**src/rtl/cmp_event_pkg.sv**
```systemverilog
// constants and types for the comparator event control block
// assumes an axi4-lite master and a comparator output synchronous-or-async to I_MCLK
// Operation
// - keep comparing in shallow stop
// - output pin follows result in stop
// - stop event sets flag, wakes if enabled
// - reset exit restores all reset values
// - deep stop: powered down, reset state
// - runs in wait, enabled event wakes
// - debug halt changes nothing
// - routing bit feeds timer capture zero
// - selectable rising, falling, any edge
// - bandgap select replaces positive input
// - result visible on output pin
// - 00/10 fall, 01 rise, 11 both
// - flag cleared only by writing one
// - live result bit, zero when disabled
// - irq high while flag and enable
package cmp_event_pkg;
  localparam logic [11:0] CTRL_OFFSET = 12'h000;
  localparam logic [11:0] SYSOPT_OFFSET = 12'h004;
  localparam logic [11:0] IRQ_STATUS_OFFSET = 12'h008;
  localparam logic [11:0] IRQ_CLEAR_OFFSET = 12'h00C;
  localparam logic [11:0] IRQ_ENABLE_OFFSET = 12'h010;
  localparam int CTRL_ENABLE_BIT = 7;
  localparam int CTRL_BGSEL_BIT = 6;
  localparam int CTRL_FLAG_BIT = 5;
  localparam int CTRL_IRQEN_BIT = 4;
  localparam int CTRL_LIVE_BIT = 3;
  localparam int CTRL_OPE_BIT = 2;
  localparam int SYSOPT_ROUTE_BIT = 0;
  localparam int STAT_RISE_BIT = 0;
  localparam int STAT_FALL_BIT = 1;
  localparam logic [1:0] EDGE_RESET = 2'h0;
  localparam logic [1:0] EDGE_FALL0 = 2'h0;
  localparam logic [1:0] EDGE_RISE = 2'h1;
  localparam logic [1:0] EDGE_BOTH = 2'h3;
  localparam logic [1:0] RESP_OKAY = 2'h0;
  localparam logic [1:0] RESP_SLVERR = 2'h2;

  typedef enum logic [2:0] {
    BUS_IDLE = 3'b001,
    BUS_WRESP = 3'b010,
    BUS_RDATA = 3'b100
  } bus_state_t;

  typedef struct packed {
    logic enable;
    logic bandgap_sel;
    logic compare_event_flag;
    logic compare_irq_enable;
    logic output_pin_enable;
    logic [1:0] event_edge_select;
    logic capture_route_select;
    logic [1:0] irq_status;
    logic [1:0] irq_enable;
  } ctrl_regs_t;

  // edge decode used by the core and by its assertions
  function automatic logic edge_hit(input logic [1:0] sel, input logic rise, input logic fall);
    logic hit;
    hit = 1'b0;
    unique case (sel)
      2'h0, 2'h2: hit = fall;
      2'h1: hit = rise;
      default: hit = rise | fall;
    endcase
    return hit;
  endfunction : edge_hit
endpackage : cmp_event_pkg

```
**src/rtl/cmp_sync.sv**
```systemverilog
// two-flop synchroniser for the comparator result
// assumes the input may change at any time relative to the clock
`timescale 1ns/1ps
module cmp_sync (
  input wire logic i_clk,
  input wire logic i_srst,
  input wire logic i_async,
  output logic o_sync
);
  typedef struct packed {
    logic meta;
    logic stable;
  } sync_state_t;
  sync_state_t st_reg;
  sync_state_t st_next;

  always_comb begin
    st_next.meta = i_async;
    st_next.stable = st_reg.meta;
  end

  always_ff @(posedge i_clk) begin
    if (i_srst) begin
      st_reg <= '0;
    end else begin
      st_reg <= st_next;
    end
  end

  assign o_sync = st_reg.stable;
endmodule : cmp_sync

```
**src/rtl/cmp_edge.sv**
```systemverilog
// edge detector on the synchronised comparator result
// assumes its input is already synchronous; disable forces history low
`timescale 1ns/1ps
module cmp_edge (
  input wire logic i_clk,
  input wire logic i_srst,
  input wire logic i_enable,
  input wire logic i_level,
  output logic o_rise,
  output logic o_fall,
  output logic o_level
);
  typedef struct packed {
    logic prev;
  } edge_state_t;
  edge_state_t st_reg;
  edge_state_t st_next;

  always_comb begin
    st_next.prev = i_enable ? i_level : 1'b0;
  end

  always_ff @(posedge i_clk) begin
    if (i_srst) begin
      st_reg <= '0;
    end else begin
      st_reg <= st_next;
    end
  end

  // enabling with a high result counts as a rising edge; history starts at zero
  assign o_rise = i_enable & i_level & ~st_reg.prev;
  assign o_fall = i_enable & ~i_level & st_reg.prev;
  assign o_level = st_reg.prev;
endmodule : cmp_edge

```
**src/rtl/cmp_event_ctrl.sv**
```systemverilog
// comparator event control: axi4-lite registers, flag, irq, wake, pin routing
// assumes one clock; system reset also covers exit from stop by reset and deep stop
//
// The AXI4-Lite slave port and the register offsets are this design's own decisions.
`timescale 1ns/1ps
module cmp_event_ctrl
  import cmp_event_pkg::*;
(
  // clock and reset
  input wire logic I_MCLK,
  input wire logic I_SRST,
  // axi4-lite slave
  input wire logic I_AWVALID,
  output logic O_AWREADY,
  input wire logic [11:0] I_AWADDR,
  input wire logic I_WVALID,
  output logic O_WREADY,
  input wire logic [31:0] I_WDATA,
  input wire logic [3:0] I_WSTRB,
  output logic O_BVALID,
  input wire logic I_BREADY,
  output logic [1:0] O_BRESP,
  input wire logic I_ARVALID,
  output logic O_ARREADY,
  input wire logic [11:0] I_ARADDR,
  output logic O_RVALID,
  input wire logic I_RREADY,
  output logic [31:0] O_RDATA,
  output logic [1:0] O_RRESP,
  // analog core and timer pin
  input wire logic I_CMP_RESULT,
  input wire logic I_TIMER_PIN_IN,
  // to analog core
  output logic O_ANALOG_ENABLE,
  output logic O_BANDGAP_SEL,
  // to pins, timer and processor
  output logic O_COMPARATOR_OUT_PIN,
  output logic O_COMPARATOR_OUT_OE_N,
  output logic O_TIMER_CAPTURE_IN,
  output logic O_IRQ,
  output logic O_WAKE,
  output logic O_STATUS_IRQ
);
  typedef struct packed {
    bus_state_t bus;
    logic aw_got;
    logic w_got;
    logic [11:0] awaddr;
    logic [31:0] wdata;
    logic [3:0] wstrb;
    logic [1:0] resp;
    logic [31:0] rdata;
    ctrl_regs_t regs;
    logic live;
    logic pin;
    logic pin_oe_n;
    logic cap;
    logic irq;
    logic wake;
    logic stat_irq;
    logic awready;
    logic wready;
    logic arready;
    logic bvalid;
    logic rvalid;
  } top_state_t;

  top_state_t st_reg;
  top_state_t st_next;
  logic sync_level;
  logic rise;
  logic fall;
  logic level;
  logic hit;
  logic wr_fire;
  logic rd_fire;
  logic [7:0] ctrl_word;

  cmp_sync u_sync (
    .i_clk(I_MCLK),
    .i_srst(I_SRST),
    .i_async(I_CMP_RESULT),
    .o_sync(sync_level)
  );

  // no stop or wait input: the block simply never changes with processor mode
  cmp_edge u_edge (
    .i_clk(I_MCLK),
    .i_srst(I_SRST),
    .i_enable(st_reg.regs.enable),
    .i_level(sync_level),
    .o_rise(rise),
    .o_fall(fall),
    .o_level(level)
  );

  always_comb begin
    hit = edge_hit(st_reg.regs.event_edge_select, rise, fall);
    ctrl_word = {st_reg.regs.enable, st_reg.regs.bandgap_sel, st_reg.regs.compare_event_flag,
                 st_reg.regs.compare_irq_enable, st_reg.live, st_reg.regs.output_pin_enable,
                 st_reg.regs.event_edge_select};
    wr_fire = (st_reg.bus == BUS_IDLE) && st_reg.aw_got && st_reg.w_got;
    rd_fire = (st_reg.bus == BUS_IDLE) && I_ARVALID && !wr_fire;
  end

  always_comb begin
    st_next = st_reg;
    // write address and data accepted in either order
    if (st_reg.bus == BUS_IDLE && !st_reg.aw_got && I_AWVALID) begin
      st_next.aw_got = 1'b1;
      st_next.awaddr = I_AWADDR;
    end
    if (st_reg.bus == BUS_IDLE && !st_reg.w_got && I_WVALID) begin
      st_next.w_got = 1'b1;
      st_next.wdata = I_WDATA;
      st_next.wstrb = I_WSTRB;
    end
    // hardware sets: set wins over a same-cycle clear
    if (wr_fire) begin
      st_next.aw_got = 1'b0;
      st_next.w_got = 1'b0;
      st_next.bus = BUS_WRESP;
      st_next.resp = RESP_OKAY;
      unique case (st_reg.awaddr)
        CTRL_OFFSET: begin
          if (st_reg.wstrb[0]) begin
            st_next.regs.enable = st_reg.wdata[CTRL_ENABLE_BIT];
            st_next.regs.bandgap_sel = st_reg.wdata[CTRL_BGSEL_BIT];
            st_next.regs.compare_irq_enable = st_reg.wdata[CTRL_IRQEN_BIT];
            st_next.regs.output_pin_enable = st_reg.wdata[CTRL_OPE_BIT];
            st_next.regs.event_edge_select = st_reg.wdata[1:0];
            if (st_reg.wdata[CTRL_FLAG_BIT]) begin
              st_next.regs.compare_event_flag = 1'b0;
            end
          end
        end
        SYSOPT_OFFSET: begin
          if (st_reg.wstrb[0]) begin
            st_next.regs.capture_route_select = st_reg.wdata[SYSOPT_ROUTE_BIT];
          end
        end
        IRQ_CLEAR_OFFSET: begin
          if (st_reg.wstrb[0]) begin
            st_next.regs.irq_status = st_reg.regs.irq_status & ~st_reg.wdata[1:0];
          end
        end
        IRQ_ENABLE_OFFSET: begin
          if (st_reg.wstrb[0]) begin
            st_next.regs.irq_enable = st_reg.wdata[1:0];
          end
        end
        IRQ_STATUS_OFFSET: st_next.resp = RESP_OKAY;
        default: st_next.resp = RESP_SLVERR;
      endcase
    end else if (rd_fire) begin
      st_next.bus = BUS_RDATA;
      st_next.resp = RESP_OKAY;
      unique case (I_ARADDR)
        CTRL_OFFSET: st_next.rdata = {24'h00_0000, ctrl_word};
        SYSOPT_OFFSET: st_next.rdata = {31'h0000_0000, st_reg.regs.capture_route_select};
        IRQ_STATUS_OFFSET: st_next.rdata = {30'h0000_0000, st_reg.regs.irq_status};
        IRQ_ENABLE_OFFSET: st_next.rdata = {30'h0000_0000, st_reg.regs.irq_enable};
        IRQ_CLEAR_OFFSET: st_next.rdata = 32'h0000_0000;
        default: begin
          st_next.rdata = 32'h0000_0000;
          st_next.resp = RESP_SLVERR;
        end
      endcase
    end
    if (st_reg.bus == BUS_WRESP && I_BREADY) begin
      st_next.bus = BUS_IDLE;
    end
    if (st_reg.bus == BUS_RDATA && I_RREADY) begin
      st_next.bus = BUS_IDLE;
    end
    // events keep running in wait, stop and debug alike
    if (hit) begin
      st_next.regs.compare_event_flag = 1'b1;
    end
    if (rise) begin
      st_next.regs.irq_status[STAT_RISE_BIT] = 1'b1;
    end
    if (fall) begin
      st_next.regs.irq_status[STAT_FALL_BIT] = 1'b1;
    end
    st_next.live = st_reg.regs.enable & level;
    st_next.pin = st_next.live;
    st_next.pin_oe_n = ~(st_next.regs.enable & st_next.regs.output_pin_enable);
    // route picks comparator over the timer pin regardless of timer setup
    st_next.cap = st_next.regs.capture_route_select ? st_next.live : I_TIMER_PIN_IN;
    st_next.irq = st_next.regs.compare_event_flag & st_next.regs.compare_irq_enable;
    st_next.wake = st_next.irq;
    st_next.stat_irq = |(st_next.regs.irq_status & st_next.regs.irq_enable);
    // handshake levels are registered so every port leaves a flop
    st_next.awready = (st_next.bus == BUS_IDLE) && !st_next.aw_got;
    st_next.wready = (st_next.bus == BUS_IDLE) && !st_next.w_got;
    st_next.arready = (st_next.bus == BUS_IDLE) && !(st_next.aw_got && st_next.w_got);
    st_next.bvalid = st_next.bus == BUS_WRESP;
    st_next.rvalid = st_next.bus == BUS_RDATA;
  end

  always_ff @(posedge I_MCLK) begin
    if (I_SRST) begin
      st_reg <= '0;
      st_reg.bus <= BUS_IDLE;
      st_reg.pin_oe_n <= 1'b1;
      st_reg.regs.event_edge_select <= EDGE_RESET;
      st_reg.awready <= 1'b1;
      st_reg.wready <= 1'b1;
      st_reg.arready <= 1'b1;
    end else begin
      st_reg <= st_next;
    end
  end

  assign O_AWREADY = st_reg.awready;
  assign O_WREADY = st_reg.wready;
  assign O_BVALID = st_reg.bvalid;
  assign O_BRESP = st_reg.resp;
  assign O_ARREADY = st_reg.arready;
  assign O_RVALID = st_reg.rvalid;
  assign O_RDATA = st_reg.rdata;
  assign O_RRESP = st_reg.resp;
  assign O_ANALOG_ENABLE = st_reg.regs.enable;
  assign O_BANDGAP_SEL = st_reg.regs.bandgap_sel;
  assign O_COMPARATOR_OUT_PIN = st_reg.pin;
  assign O_COMPARATOR_OUT_OE_N = st_reg.pin_oe_n;
  assign O_TIMER_CAPTURE_IN = st_reg.cap;
  assign O_IRQ = st_reg.irq;
  assign O_WAKE = st_reg.wake;
  assign O_STATUS_IRQ = st_reg.stat_irq;

  a_flag_on_event: assert property (@(posedge I_MCLK) disable iff (I_SRST)
    hit |=> st_reg.regs.compare_event_flag) else $error("event did not set flag");
  a_flag_sticky: assert property (@(posedge I_MCLK) disable iff (I_SRST)
    st_reg.regs.compare_event_flag && !(wr_fire && st_reg.awaddr == CTRL_OFFSET)
    |=> st_reg.regs.compare_event_flag) else $error("flag dropped without write");
  a_irq_follows: assert property (@(posedge I_MCLK) disable iff (I_SRST)
    st_reg.regs.compare_event_flag && st_reg.regs.compare_irq_enable |-> O_IRQ)
    else $error("irq missing");
  a_live_off: assert property (@(posedge I_MCLK) disable iff (I_SRST)
    !st_reg.regs.enable |=> !st_reg.live) else $error("live bit set while disabled");
  a_route_cap: assert property (@(posedge I_MCLK) disable iff (I_SRST)
    st_reg.regs.capture_route_select |-> O_TIMER_CAPTURE_IN == st_reg.live)
    else $error("capture not routed");
  a_pin_drive: assert property (@(posedge I_MCLK) disable iff (I_SRST)
    st_reg.regs.enable && st_reg.regs.output_pin_enable |-> !O_COMPARATOR_OUT_OE_N)
    else $error("pin not driven");
  a_wake_event: assert property (@(posedge I_MCLK) disable iff (I_SRST)
    hit && st_reg.regs.compare_irq_enable && !wr_fire |=> O_WAKE)
    else $error("no wake on event");
  a_rise_only: assert property (@(posedge I_MCLK) disable iff (I_SRST)
    st_reg.regs.event_edge_select == EDGE_RISE && fall && !rise && !st_reg.regs.compare_event_flag
    |=> !st_reg.regs.compare_event_flag) else $error("fall set rise-mode flag");
  a_reset_state: assert property (@(posedge I_MCLK)
    I_SRST |=> !st_reg.regs.enable && !st_reg.regs.compare_event_flag && !O_IRQ)
    else $error("reset state wrong");

  // bus answers stand until taken and come in the stated cycle
  a_bvalid_hold: assert property (@(posedge I_MCLK) disable iff (I_SRST)
    O_BVALID && !I_BREADY |=> O_BVALID && $stable(O_BRESP))
    else $error("write response dropped early");

  a_rvalid_hold: assert property (@(posedge I_MCLK) disable iff (I_SRST)
    O_RVALID && !I_RREADY |=> O_RVALID && $stable(O_RDATA) && $stable(O_RRESP))
    else $error("read data dropped early");

  a_write_answer: assert property (@(posedge I_MCLK) disable iff (I_SRST)
    O_AWREADY && I_AWVALID && O_WREADY && I_WVALID |=> ##1 O_BVALID)
    else $error("write response late");

  a_read_answer: assert property (@(posedge I_MCLK) disable iff (I_SRST)
    O_ARREADY && I_ARVALID |=> O_RVALID)
    else $error("read data late");

  a_busy_quiet: assert property (@(posedge I_MCLK) disable iff (I_SRST)
    O_BVALID || O_RVALID |-> !O_AWREADY && !O_WREADY && !O_ARREADY)
    else $error("ready while answering");

  a_wr_unmapped: assert property (@(posedge I_MCLK) disable iff (I_SRST)
    wr_fire && st_reg.awaddr > IRQ_ENABLE_OFFSET |=> O_BRESP == RESP_SLVERR)
    else $error("unmapped write not refused");

  a_rd_unmapped: assert property (@(posedge I_MCLK) disable iff (I_SRST)
    O_ARREADY && I_ARVALID && I_ARADDR > IRQ_ENABLE_OFFSET
    |=> O_RRESP == RESP_SLVERR && O_RDATA == 32'h0000_0000)
    else $error("unmapped read not refused");

  // events, flag and status bits
  a_events_gated: assert property (@(posedge I_MCLK) disable iff (I_SRST)
    !st_reg.regs.enable |-> !rise && !fall)
    else $error("edge seen while disabled");

  a_flag_needs_enable: assert property (@(posedge I_MCLK) disable iff (I_SRST)
    !st_reg.regs.enable && !st_reg.regs.compare_event_flag
    |=> !st_reg.regs.compare_event_flag)
    else $error("flag set while disabled");

  a_fall_only: assert property (@(posedge I_MCLK) disable iff (I_SRST)
    st_reg.regs.event_edge_select == EDGE_FALL0 && rise && !st_reg.regs.compare_event_flag
    |=> !st_reg.regs.compare_event_flag) else $error("rise set fall-mode flag");

  a_flag_clear: assert property (@(posedge I_MCLK) disable iff (I_SRST)
    wr_fire && st_reg.awaddr == CTRL_OFFSET && st_reg.wstrb[0] && st_reg.wdata[CTRL_FLAG_BIT]
    && !hit |=> !st_reg.regs.compare_event_flag)
    else $error("write one did not clear flag");

  a_status_rise: assert property (@(posedge I_MCLK) disable iff (I_SRST)
    rise |=> st_reg.regs.irq_status[STAT_RISE_BIT])
    else $error("rise status not set");

  a_status_fall: assert property (@(posedge I_MCLK) disable iff (I_SRST)
    fall |=> st_reg.regs.irq_status[STAT_FALL_BIT])
    else $error("fall status not set");

  a_status_sticky: assert property (@(posedge I_MCLK) disable iff (I_SRST)
    st_reg.regs.irq_status[STAT_FALL_BIT] && !(wr_fire && st_reg.awaddr == IRQ_CLEAR_OFFSET)
    |=> st_reg.regs.irq_status[STAT_FALL_BIT]) else $error("status dropped without clear");

  a_status_clear: assert property (@(posedge I_MCLK) disable iff (I_SRST)
    wr_fire && st_reg.awaddr == IRQ_CLEAR_OFFSET && st_reg.wstrb[0]
    && st_reg.wdata[STAT_RISE_BIT] && !rise |=> !st_reg.regs.irq_status[STAT_RISE_BIT])
    else $error("status clear ignored");

  // outputs follow their register bits
  a_oe_off: assert property (@(posedge I_MCLK) disable iff (I_SRST)
    !st_reg.regs.output_pin_enable |-> O_COMPARATOR_OUT_OE_N)
    else $error("pin driven without pin enable");

  a_irq_quiet: assert property (@(posedge I_MCLK) disable iff (I_SRST)
    !st_reg.regs.compare_irq_enable |-> !O_IRQ && !O_WAKE)
    else $error("irq without irq enable");

  a_stat_irq: assert property (@(posedge I_MCLK) disable iff (I_SRST)
    (st_reg.regs.irq_status & st_reg.regs.irq_enable) != 2'h0 |-> O_STATUS_IRQ)
    else $error("status irq missing");

  a_route_off: assert property (@(posedge I_MCLK) disable iff (I_SRST)
    !st_reg.regs.capture_route_select && !$past(I_SRST)
    |-> O_TIMER_CAPTURE_IN == $past(I_TIMER_PIN_IN))
    else $error("timer pin not passed through");

  a_reset_outputs: assert property (@(posedge I_MCLK)
    I_SRST |=> O_COMPARATOR_OUT_OE_N && !O_WAKE && !O_STATUS_IRQ && !O_BVALID && !O_RVALID
    && O_AWREADY && O_WREADY && O_ARREADY)
    else $error("outputs not at reset values");
  c_rise: cover property (@(posedge I_MCLK) disable iff (I_SRST) rise && hit);
  c_both: cover property (@(posedge I_MCLK) disable iff (I_SRST)
    st_reg.regs.event_edge_select == EDGE_BOTH && fall);
  c_wake: cover property (@(posedge I_MCLK) disable iff (I_SRST) O_WAKE);
  c_fall0: cover property (@(posedge I_MCLK) disable iff (I_SRST)
    st_reg.regs.event_edge_select == EDGE_FALL0 && hit);
  c_status: cover property (@(posedge I_MCLK) disable iff (I_SRST) O_STATUS_IRQ);
endmodule : cmp_event_ctrl

```
**config.mk**
```make
export PLATFORM = sky130hd
export DESIGN_NAME = cmp_event_ctrl
export DESIGN_NICKNAME = d
export VERILOG_FILES = /design/src/rtl/cmp_event_pkg.sv /design/src/rtl/cmp_sync.sv /design/src/rtl/cmp_edge.sv /design/src/rtl/cmp_event_ctrl.sv
export SDC_FILE = /design/constraint.sdc
export NUM_CORES = 1
export LEC_CHECK = 0
export ABC_AREA = 1
export BUFFER_PORTS_ARGS = -buffer_cell sky130_fd_sc_hd__buf_2
export CAP_MARGIN = 20
export CORE_AREA = 5 5 111 87
export CTS_CLUSTER_SIZE = 8
export DETAILED_ROUTE_END_ITERATION = 10
export DIE_AREA = 0 0 116 92
export GPL_TIMING_DRIVEN = 1
export PLACE_DENSITY = 0.6
export SKIP_LAST_GASP = 1
export SLEW_MARGIN = 20
export SYNTH_ARGS = -nofsm -noshare
export SYNTH_HDL_FRONTEND = slang
export SYNTH_HIERARCHICAL = 1
export SYNTH_SLANG_ARGS = --single-unit
```
**constraint.sdc**
```tcl
create_clock -name I_MCLK -period 2.7 [get_ports I_MCLK]
set_clock_uncertainty 0.15 [all_clocks]
set_input_delay 0.405 -clock I_MCLK [delete_from_list [all_inputs] [get_ports I_MCLK]]
set_output_delay 0.405 -clock I_MCLK [all_outputs]
set_load 0.005 [all_outputs]
```
==> results of run 1 <==
## cell usage in the layout (no fill, tap or decap), types with 2 or more instances in the layout
cell and n:
inv_1 48, clkbuf_16 9, bufinv_16 3, nor2_1 51, conb_1 26, nand3_1 22, nand3_2 4, dfxtp_1 59
o21ai_1 2, clkbuf_8 3, nor2_4 4, a22oi_1 6, nand2_2 3, nand2_1 53, buf_2 63, buf_4 3
inv_2 3, o21ai_0 28, nor2_2 5, a21oi_1 33
## power groups by stage
stage	Combinational [mW]	Clock, mW	Sequential, mW
4_1_cts	0.357	1.37	0.982
3_5_place_dp	0.355	0	0.999
5_1_grt	0.406	1.43	0.988
6_report	0.356	1.35	0.981
3_3_place_gp	0.346	0	0.998
2_1_floorplan	0.292	0	0.995
## stage by stage
| stage | area [um^2] | setup WS, ns | std cells | utilization (%) |
|---|---|---|---|---|
| floorplan | 2900 | 1.27 | 405 | - |
| global placement | 3040 | 0.776 | 533 | 36.4 |
| detailed placement | 3040 | 0.735 | 533 | 36.4 |
| CTS | 3400 | 0.730 | 549 | 40.7 |
| global route | 3400 | 0.470 | 549 | 40.7 |
| finish | 3400 | 0.714 | 549 | 40.7 |
## worst max-delay path, stage by stage (launching register included)
cell and delay [ns]:
dfxtp_1 0.33, inv_1 0.09, nand3_2 0.11, inv_2 0.12, nand3_1 0.52, a21oi_1 0.30, nand2_1 0.09, nor2_1 0.11
nor2_1 0.05
## per-layer routing
metal / vias up / track usage, % / wire length [um]
met5: - / 0 / 0
met2: 69 / 18.1 / 2630
met4: 0 / 4.06 / 49
met3: 5 / 5.33 / 539
li1: 1254 / - / -
met1: 1013 / 15.3 / 3010
## path summary, 6_finish.rpt
kind                       endpoint  slack [ns]  cells past startpoint
hold reg to reg       u_sync/o_sync        0.26                      2
hold / removal    u_sync/st_next[0]        0.14                      3
setup / recovery          O_ARREADY        0.71                      8
setup reg to reg          O_ARREADY        0.71                      8
## final cells by class
cell class              count  area share, %
repair buffers             66           9.93
flip-flops and latches     59           34.7
clock inverters             4           2.80
clock buffers              12           7.84
inverters                  51           5.63
well taps                 108           3.97
multi-input cells         249           35.1
## cell families (layout without fill, tap and decap cells)
group,count (synthesis),after routing,share of synthesized area [%]
buf+inv,97,133,18.7
other cells,1,26,0.134
simple gates,151,151,25.4
flops,59,59,42.1
compound gates,72,72,13.7
==> results by group, run 1 <==
Cells and area
  • Filler Cells Inserted: 889
  • N_diodes: 0
  • Layout area overhead: 21.3%
  • NumNets Final: 505
  • Layout cell share with drive strength beyond 1: 24.3%
  • Max reg flops: 30
  • Area of the multi-input gates: 1190 um^2
  • Register area: about 1200 um^2

Clock network
  • CTS tree: done
  • Clk Latency, worst-skew pair: ~0.32 ns
  • Clock Pin Slew Worst Setup and Hold Paths: 0.05 ns
  • CTS Buffer Depth: 2
  • CTS Hold Bufs: 0
  • CTS sink count: 59
  • Postcts setup bufs: 0
  • Root buf cell: clkbuf_16
  • # H-tree levels: 3
  • Total CTS buffers: 9
  • Resized Gates After CTS: 0

Global route
  • Number of global-route vias before repair: 2254
  • Gr usage total: 12.0%
  • First-pass GRT wire length: around 10000 um
  • Largest net degree at the start of global routing: 24
  • Initial antenna violation count: 0
  • Gr ovfl total: 0

Power
  • Clk pwr share: 50.2%
  • Overall power: 2.69 mW
  • P per Cell Area: 790 nW/um^2
  • Max VDD drop: 0.366 mV
  • Psw: 0.644 mW
  • Register share of total power: 36.5%
  • Switching portion of total power: 24.0%
  • Combinational Power Share: 13.3%
  • P_int: approximately 2.0 mW
  • Leakage: 1.63 nW

Drt
  • WL per Instance: 11.3 um
  • DRT Wirelength: a little over 6000 um
  • Iteration-0 DRC count of the detailed router: 108
  • Initial DRT Pass Iterations: 4
  • DR vias/cell: 4.26
  • Antenna Violating Nets Remaining: 0
  • Vias: 2341
  • DR DRC count: 0

Setup path
  • Crit end category: flip-flop
  • Crit. Startpoint: st_reg[109]
  • Crit path DAT: 2.04 ns
  • CP Max Fanout: 23
  • CP Launch Type: flip-flop
  • Required @ worst endpoint: 2.75 ns
  • Crit path kind: reg2reg
  • RR Startpoint: st_reg[109]

Logic synthesis
  • Post-synth top area share: 42.1%
  • Post-synth EDFFs: 0
  • Seq/Total Area, Yosys: a little over two fifths
  • List of most frequent post-synthesis cells: dfxtp_1 (59), nand2_1 (53), nor2_1 (51)
  • Mapped Area: 2800 um^2
  • Post-Syn Area per Cell: around 7.4 um^2
  • Yosys warns: 6
  • Cells after Synth: 380
  • Top cells by area, synth: dfxtp_1 (42%), buf_4 (9.9%), nand2_1 (7.1%), nor2_1 (6.8%), inv_1 (6.4%)
  • Cell taking the most area after synthesis: dfxtp_1
  • Synth Flop Type: dfxtp_1
  • Synth cell types: 32
  • Top-count cell post-synth: dfxtp_1
  • Flops & latches, synth: 59
  • Ys async rst share: 0%

STA
  • Worst slew margin: 50.8%
  • Setup TNS: 0 ns
  • Hold Fails Final Rpt: 0
  • Period minus WS final: 1.99 ns
  • Worst Tran Pin Value: between 0.7 and 0.8 ns
  • Fin crit share: 73.6%
  • Setup violations, final: 0
  • Fmax: 504 MHz
  • Slew Limit Fails: 0
  • Hold WS: around 0.14 ns
  • RSZ-0062 raised after global routing: no

Status
  • Outcome: complete, no violations

Min path
  • Worst Hold Class: in2reg
  • HP Start: I_CMP_RESULT

Run
  • Number of max-cap violations: 0

Placement
  • Port-buffer cells: 63
  • RePlAce Congestion: about 0.8
  • Dpl hpwl: slightly below 5000 um

Die
  • Die width: about 120 um
  • Die area: approximately 11000 um^2
  • Initial core utilization: 33.6%
  • Io pins: 118
  • Rows: 29
  • Core Area: 8350 um^2
  • Die height: 92 um
(Power assumes the default switching activity.)
==> run 2, diff against run 1 <==
==> constraint.sdc (replaced) <==
create_clock -name I_MCLK -period 2.1 [get_ports I_MCLK]
set_clock_uncertainty 0.15 [all_clocks]
set_input_delay 0.315 -clock I_MCLK [delete_from_list [all_inputs] [get_ports I_MCLK]]
set_output_delay 0.315 -clock I_MCLK [all_outputs]
set_load 0.005 [all_outputs]
==> results by group, run 2 (synthesis gave the netlist of run 1 again) <==
Status
  • Outcome: complete, no violations (unchanged)

Cells and area
  • Max reg flops: 30 (unchanged)
  • Layout cell share with drive strength beyond 1: 24.4% (was 24.3%)
  • Most frequent cells in the layout: buf_2 (63), dfxtp_1 (59), nand2_1 (53) (unchanged)
  • Finished Core Util: 40.7% (about the same)
  • Layout area overhead: 21.2% (was 21.3%)
  • NumNets Final: 507 (was 505)
  • N_diodes: 0 (unchanged)
  • Final Instance Area: 3400 um^2 (about the same)
  • Commonest non-fill, non-tap cell in the layout: buf_2 (unchanged)

Drt
  • Antenna Violating Nets Remaining: 0 (unchanged)
  • WL per Instance: 11.5 um (was 11.3 um)
  • Initial DRT Pass Iterations: 4 (unchanged)
  • DR vias/cell: 4.25 (was 4.26)
  • DRT Wirelength: 6310 um (was 6230 um)
  • Iteration-0 DRC count of the detailed router: 113 (was 108)
  • Vias: 2344 (was 2341)
  • DR DRC count: 0 (unchanged)

Clock network
  • CTS Hold Bufs: 0 (unchanged)
  • CTS sink count: 59 (unchanged)
  • Total CTS buffers: 9 (unchanged)
  • Postcts setup bufs: 0 (unchanged)
  • Clk Latency, worst-skew pair: 0.32 ns (about the same)
  • CTS tree: done (unchanged)
  • Root buf cell: clkbuf_16 (unchanged)
  • CTS Buffer Depth: 2 (unchanged)
  • # H-tree levels: 3 (unchanged)
  • Clock Pin Slew Worst Setup and Hold Paths: 0.05 ns (about the same)
  • Resized Gates After CTS: 0 (unchanged)

Power
  • Psw: 0.859 mW (was 0.644 mW)
  • Leakage: 1.62 nW (was 1.63 nW)
  • Clk pwr share: 49.2% (was 50.2%)
  • P per Cell Area: 1000 nW/um^2 (was 790 nW/um^2)
  • Overall power: 3.40 mW (was 2.69 mW)
  • Combinational Power Share: 13.7% (was 13.3%)
  • Max VDD drop: 0.295 mV (was 0.366 mV)
  • P_int: 2.54 mW (was 2.04 mW)
  • Register share of total power: 37.1% (was 36.5%)
  • Switching portion of total power: 25.3% (was 24.0%)

Setup path
  • RR Startpoint: st_reg[109] (unchanged)
  • Crit path DAT: 1.80 ns (was 2.04 ns)
  • Reg2reg path depth: 6 (was 8)
  • Reg2reg setup slack: 0.35 ns (was 0.71 ns)
  • Crit path kind: reg2reg (unchanged)
  • CP Launch Type: flip-flop (unchanged)
  • RR Endpoint: st_reg[67] (was O_ARREADY)
  • Crit end category: flip-flop (unchanged)
  • Required @ worst endpoint: 2.15 ns (was 2.75 ns)
  • CP Max Fanout: 16 (was 23)

Die
  • Core Area: 8350 um^2 (unchanged)
  • Die width: 116 um (unchanged)
  • Die area: 10700 um^2 (unchanged)
  • Die height: 92 um (unchanged)
  • Io pins: 118 (unchanged)
  • Rows: 29 (unchanged)
  • Initial core utilization: 33.6% (unchanged)

STA
  • Worst setup margin: 0.352 ns (was 0.714 ns)
  • Period minus WS final: 1.75 ns (was 1.99 ns)
  • Worst Tran Pin Value: 0.532 ns (was 0.736 ns)
  • Fmax: 572 MHz (was 504 MHz)
  • Fin crit share: 83.3% (was 73.6%)
  • Slew Limit Fails: 0 (unchanged)
  • Setup violations, final: 0 (unchanged)
  • Setup TNS: 0 ns (unchanged)
  • RSZ-0062 raised after global routing: no (unchanged)
  • Hold Fails Final Rpt: 0 (unchanged)
  • Worst slew margin: 64.4% (was 50.8%)

Placement
  • Port-buffer cells: 63 (unchanged)
  • Dpl ws: 0.400 ns (was 0.735 ns)
  • Dpl hpwl: 4880 um (was 4910 um)
  • RePlAce Congestion: 0.798 (was 0.825)
  • DP Area: 3050 um^2 (was 3040 um^2)

Min path
  • HP Start: I_CMP_RESULT (unchanged)
  • Worst Hold Class: in2reg (unchanged)
  • Hold path depth: 3 (unchanged)
  • Worst Hold Endpoint: u_sync/st_next[0] (unchanged)

Global route
  • Initial antenna violation count: 0 (unchanged)
  • Largest net degree at the start of global routing: 26 (was 24)
  • Gr ovfl total: 0 (unchanged)
  • Gr usage total: 12.5% (was 12.0%)
  • Number of global-route vias before repair: 2176 (was 2254)
  • First-pass GRT wire length: 10500 um (was 10100 um)

Run
  • Number of max-cap violations: 0 (unchanged)
==> run 2: power groups by stage <==
stage               combinational [mW]  sequential (mW)  clock, mW
floorplan                        0.376             1.28          0
global placement                 0.451             1.28          0
detailed placement               0.462             1.29          0
CTS                              0.468             1.26       1.70
global route                     0.539             1.27       1.75
finish                           0.465             1.26       1.67
==> run 2: layer usage <==
layer	vias up	track usage, %	wire (um)
met3	5	4.47	497
li1	1258	-	-
met1	1012	17.0	3090
met5	-	0	0
met2	69	17.3	2630
met4	0	6.38	92
==> run 2: how the worst max path moves through the flow <==
stage / from / end / slack [ns] / depth (start not counted)
after global placement: st_reg[109] / st_reg[64] / 0.45 / 6
final: st_reg[109] / st_reg[67] / 0.35 / 6
after CTS: st_reg[109] / st_reg[67] / 0.37 / 6
after global routing: st_reg[109] / st_reg[67] / 0.17 / 6
after detailed placement: st_reg[109] / st_reg[67] / 0.40 / 6
after floorplan: st_reg[100] / O_WAKE / 0.70 / 8
==> run 2: final cells by class <==
class / instances / area [um^2]
clock inverter: 6 / 114
tap: 108 / 135
clock buffer: 10 / 229
fill: 848 / 4950
inverter: 51 / 191
timing repair buffer: 68 / 353
sequential: 59 / 1180
multi-input combinational: 249 / 1190
==> run 2: worst max-delay path, stage by stage (launching register included) <==
cell and delay, ns:
dfxtp_1 0.33, inv_1 0.09, nand3_2 0.11, inv_2 0.12, nand3_1 0.39, o21ai_0 0.36, a21oi_1 0.06
==> run 2: metrics by stage <==
stage                     hold slack [ns]  std cells
after floorplan                     0.236        405
after global routing               0.0565        551
after global placement              0.249        535
after detailed placement            0.253        535
after CTS                          0.0297        551
final                              0.0381        551
==> run 3, diff against run 2 <==
==> constraint.sdc (replaced) <==
create_clock -name I_MCLK -period 1.8 [get_ports I_MCLK]
set_clock_uncertainty 0.15 [all_clocks]
set_input_delay 0.27 -clock I_MCLK [delete_from_list [all_inputs] [get_ports I_MCLK]]
set_output_delay 0.27 -clock I_MCLK [all_outputs]
set_load 0.005 [all_outputs]
==> results by group, run 3 (synthesis gave the netlist of run 1 again) <==
Drt
  • WL per Instance: 11.0 um (was 11.5 um)
  • Initial DRT Pass Iterations: 5 (was 4)
  • DR vias/cell: 4.20 (was 4.25)
  • Antenna Violating Nets Remaining: 0 (unchanged)
  • DRT Wirelength: 6080 um (was 6310 um)
  • Vias: 2315 (was 2344)
  • DR DRC count: 0 (unchanged)
  • Iteration-0 DRC count of the detailed router: 144 (was 113)

Global route
  • Initial antenna violation count: 0 (unchanged)
  • Gr usage total: 11.7% (was 12.5%)
  • Gr ovfl total: 0 (unchanged)
  • Number of global-route vias before repair: 2192 (was 2176)
  • First-pass GRT wire length: 10100 um (was 10500 um)
  • Largest net degree at the start of global routing: 28 (was 26)

Setup path
  • CP max stage delay: 0.33 ns (was 0.39 ns)
  • CP Launch Type: flip-flop (unchanged)
  • Crit path kind: reg2reg (unchanged)
  • Critical path's most frequent cell: nor2_4
  • Crit-path cells: inv_1 > nand3_2 > nor2_4 > nand2_4 > nor2_4 > nand2_1 > a21oi_1 > nor2_1 (was inv_1 > nand3_2 > inv_2 > nand3_1 > o21ai_0 > a21oi_1)
  • Crit path DAT: 1.63 ns (was 1.80 ns)
  • CP Max Fanout: 8 (was 16)
  • Reg2reg path depth: 8 (was 6)
  • Crit-path leading delay family: simple AND/OR/NAND/NOR gates (unchanged)
  • RR Endpoint: O_WAKE (was st_reg[67])
  • RR Startpoint: st_reg[109] (unchanged)
  • Crit end category: flip-flop (unchanged)
  • Buf+Inv Stages, Crit Path: 1 (was 2)
  • Slowest-stage cell, CP: dfxtp_1 (was nand3_1)
  • Required @ worst endpoint: 1.85 ns (was 2.15 ns)
  • Reg2reg setup slack: 0.22 ns (was 0.35 ns)

Cells and area
  • Max reg flops: 30 (unchanged)
  • N_diodes: 0 (unchanged)
  • Area of the multi-input gates: 1190 um^2 (unchanged)
  • Filler Cells Inserted: 877 (was 848)
  • Register area: 1180 um^2 (unchanged)
  • Layout area overhead: 18.0% (was 21.2%)
  • Layout cell share with drive strength beyond 1: 23.7% (was 24.4%)
  • Finished Core Util: 39.7% (was 40.7%)
  • Commonest non-fill, non-tap cell in the layout: buf_2 (unchanged)
  • Most frequent cells in the layout: buf_2 (63), dfxtp_1 (59), nand2_1 (53) (unchanged)
  • NumNets Final: 507 (unchanged)

Clock network
  • CTS tree: done (unchanged)
  • CTS Buffer Depth: 2 (unchanged)
  • Postcts setup bufs: 0 (unchanged)
  • Total CTS buffers: 9 (unchanged)
  • Root buf cell: clkbuf_16 (unchanged)
  • # H-tree levels: 3 (unchanged)
  • CTS Hold Bufs: 0 (unchanged)
  • Clk Latency, worst-skew pair: 0.31 ns (was 0.32 ns)
  • Clock Pin Slew Worst Setup and Hold Paths: 0.05 ns (about the same)
  • CTS sink count: 59 (unchanged)
  • Resized Gates After CTS: 0 (unchanged)

Die
  • Die width: 116 um (unchanged)
  • Io pins: 118 (unchanged)
  • Die area: 10700 um^2 (unchanged)
  • Initial core utilization: 33.6% (unchanged)
  • Die height: 92 um (unchanged)
  • Core Area: 8350 um^2 (unchanged)
  • Rows: 29 (unchanged)

Status
  • Outcome: complete, no violations (unchanged)

Power
  • Leakage: 1.59 nW (was 1.62 nW)
  • P per Cell Area: 1050 nW/um^2 (was 1000 nW/um^2)
  • Max VDD drop: 0.420 mV (was 0.295 mV)

STA
  • Fmax: 631 MHz (was 572 MHz)
  • Slew Limit Fails: 0 (unchanged)
  • Fin crit share: 88.0% (was 83.3%)
  • Setup violations, final: 0 (unchanged)
  • Worst setup margin: 0.216 ns (was 0.352 ns)
  • Setup TNS: 0 ns (unchanged)
  • RSZ-0062 raised after global routing: no (unchanged)
  • Hold Fails Final Rpt: 0 (unchanged)
  • Period minus WS final: 1.58 ns (was 1.75 ns)

Placement
  • Dpl ws: 0.191 ns (was 0.400 ns)
  • Port-buffer cells: 63 (unchanged)
  • Dpl hpwl: 4820 um (was 4880 um)
  • RePlAce Congestion: 0.794 (was 0.798)

Min path
  • Hold path depth: 3 (unchanged)
  • Worst Hold Class: in2reg (unchanged)
  • Worst Hold Endpoint: u_sync/st_next[0] (unchanged)
  • HP Start: I_CMP_RESULT (unchanged)

Run
  • Number of max-cap violations: 0 (unchanged)
-- run 3: cell types whose count changed in the layout (fill, tap and decap cells not counted) --
cell        delta
bufinv_16      -3
clkbuf_1       +3
clkinv_2       +3
clkinv_4       -1
clkinvlp_4     -2
-- run 3: power by group --
part	internal [mW]	leakage (nW)	switching [mW]
Clock	0.922	0.127	0.526
Sequential	1.42	0.482	0.0549
Combinational	0.195	0.978	0.345
Total	2.53	1.59	0.926
-- run 3: layout make-up --
type,instances,area share (%)
Multi-Input combinational cell,249,36.1
Sequential cell,59,35.7
Timing Repair Buffer,68,10.7
Clock buffer,13,7.26
Inverter,51,5.78
Tap cell,108,4.08
Clock inverter,3,0.454
-- run 3: worst max path at each step --
stage	depth (start not counted)	endpoint	start
after floorplan	8	O_WAKE	st_reg[100]
after global placement	8	O_WAKE	st_reg[109]
after detailed placement	8	O_RDATA[6]	I_ARADDR[7]
after CTS	8	O_WAKE	st_reg[109]
after global routing	8	O_WREADY	st_reg[109]
final	8	O_WAKE	st_reg[109]
-- run 3: tightest hold or removal path: stages --
cell,delay [ns]
buf_2,0.07
inv_1,0.03
nor2_1,0.07
-- run 3: through the flow --
step	hold WS (ns)	power, mW	instances	instance area [um^2]
6_report	0.0107	3.46	551	3310
2_1_floorplan	0.191	1.93	405	2900
3_5_place_dp	0.252	2.04	535	3050
5_1_grt	0.0204	3.66	551	3310
4_1_cts	0.00636	3.51	551	3310
3_3_place_gp	0.253	2.03	535	3050
-- run 3: layer usage --
| metal | routed length (um) | vias up | track usage, % |
|---|---|---|---|
| met1 | 3060 | 993 | 16.1 |
| met5 | 0 | - | 0 |
| met2 | 2490 | 62 | 16.7 |
| met3 | 470 | 4 | 4.01 |
| li1 | - | 1256 | - |
| met4 | 62 | 0 | 4.35 |
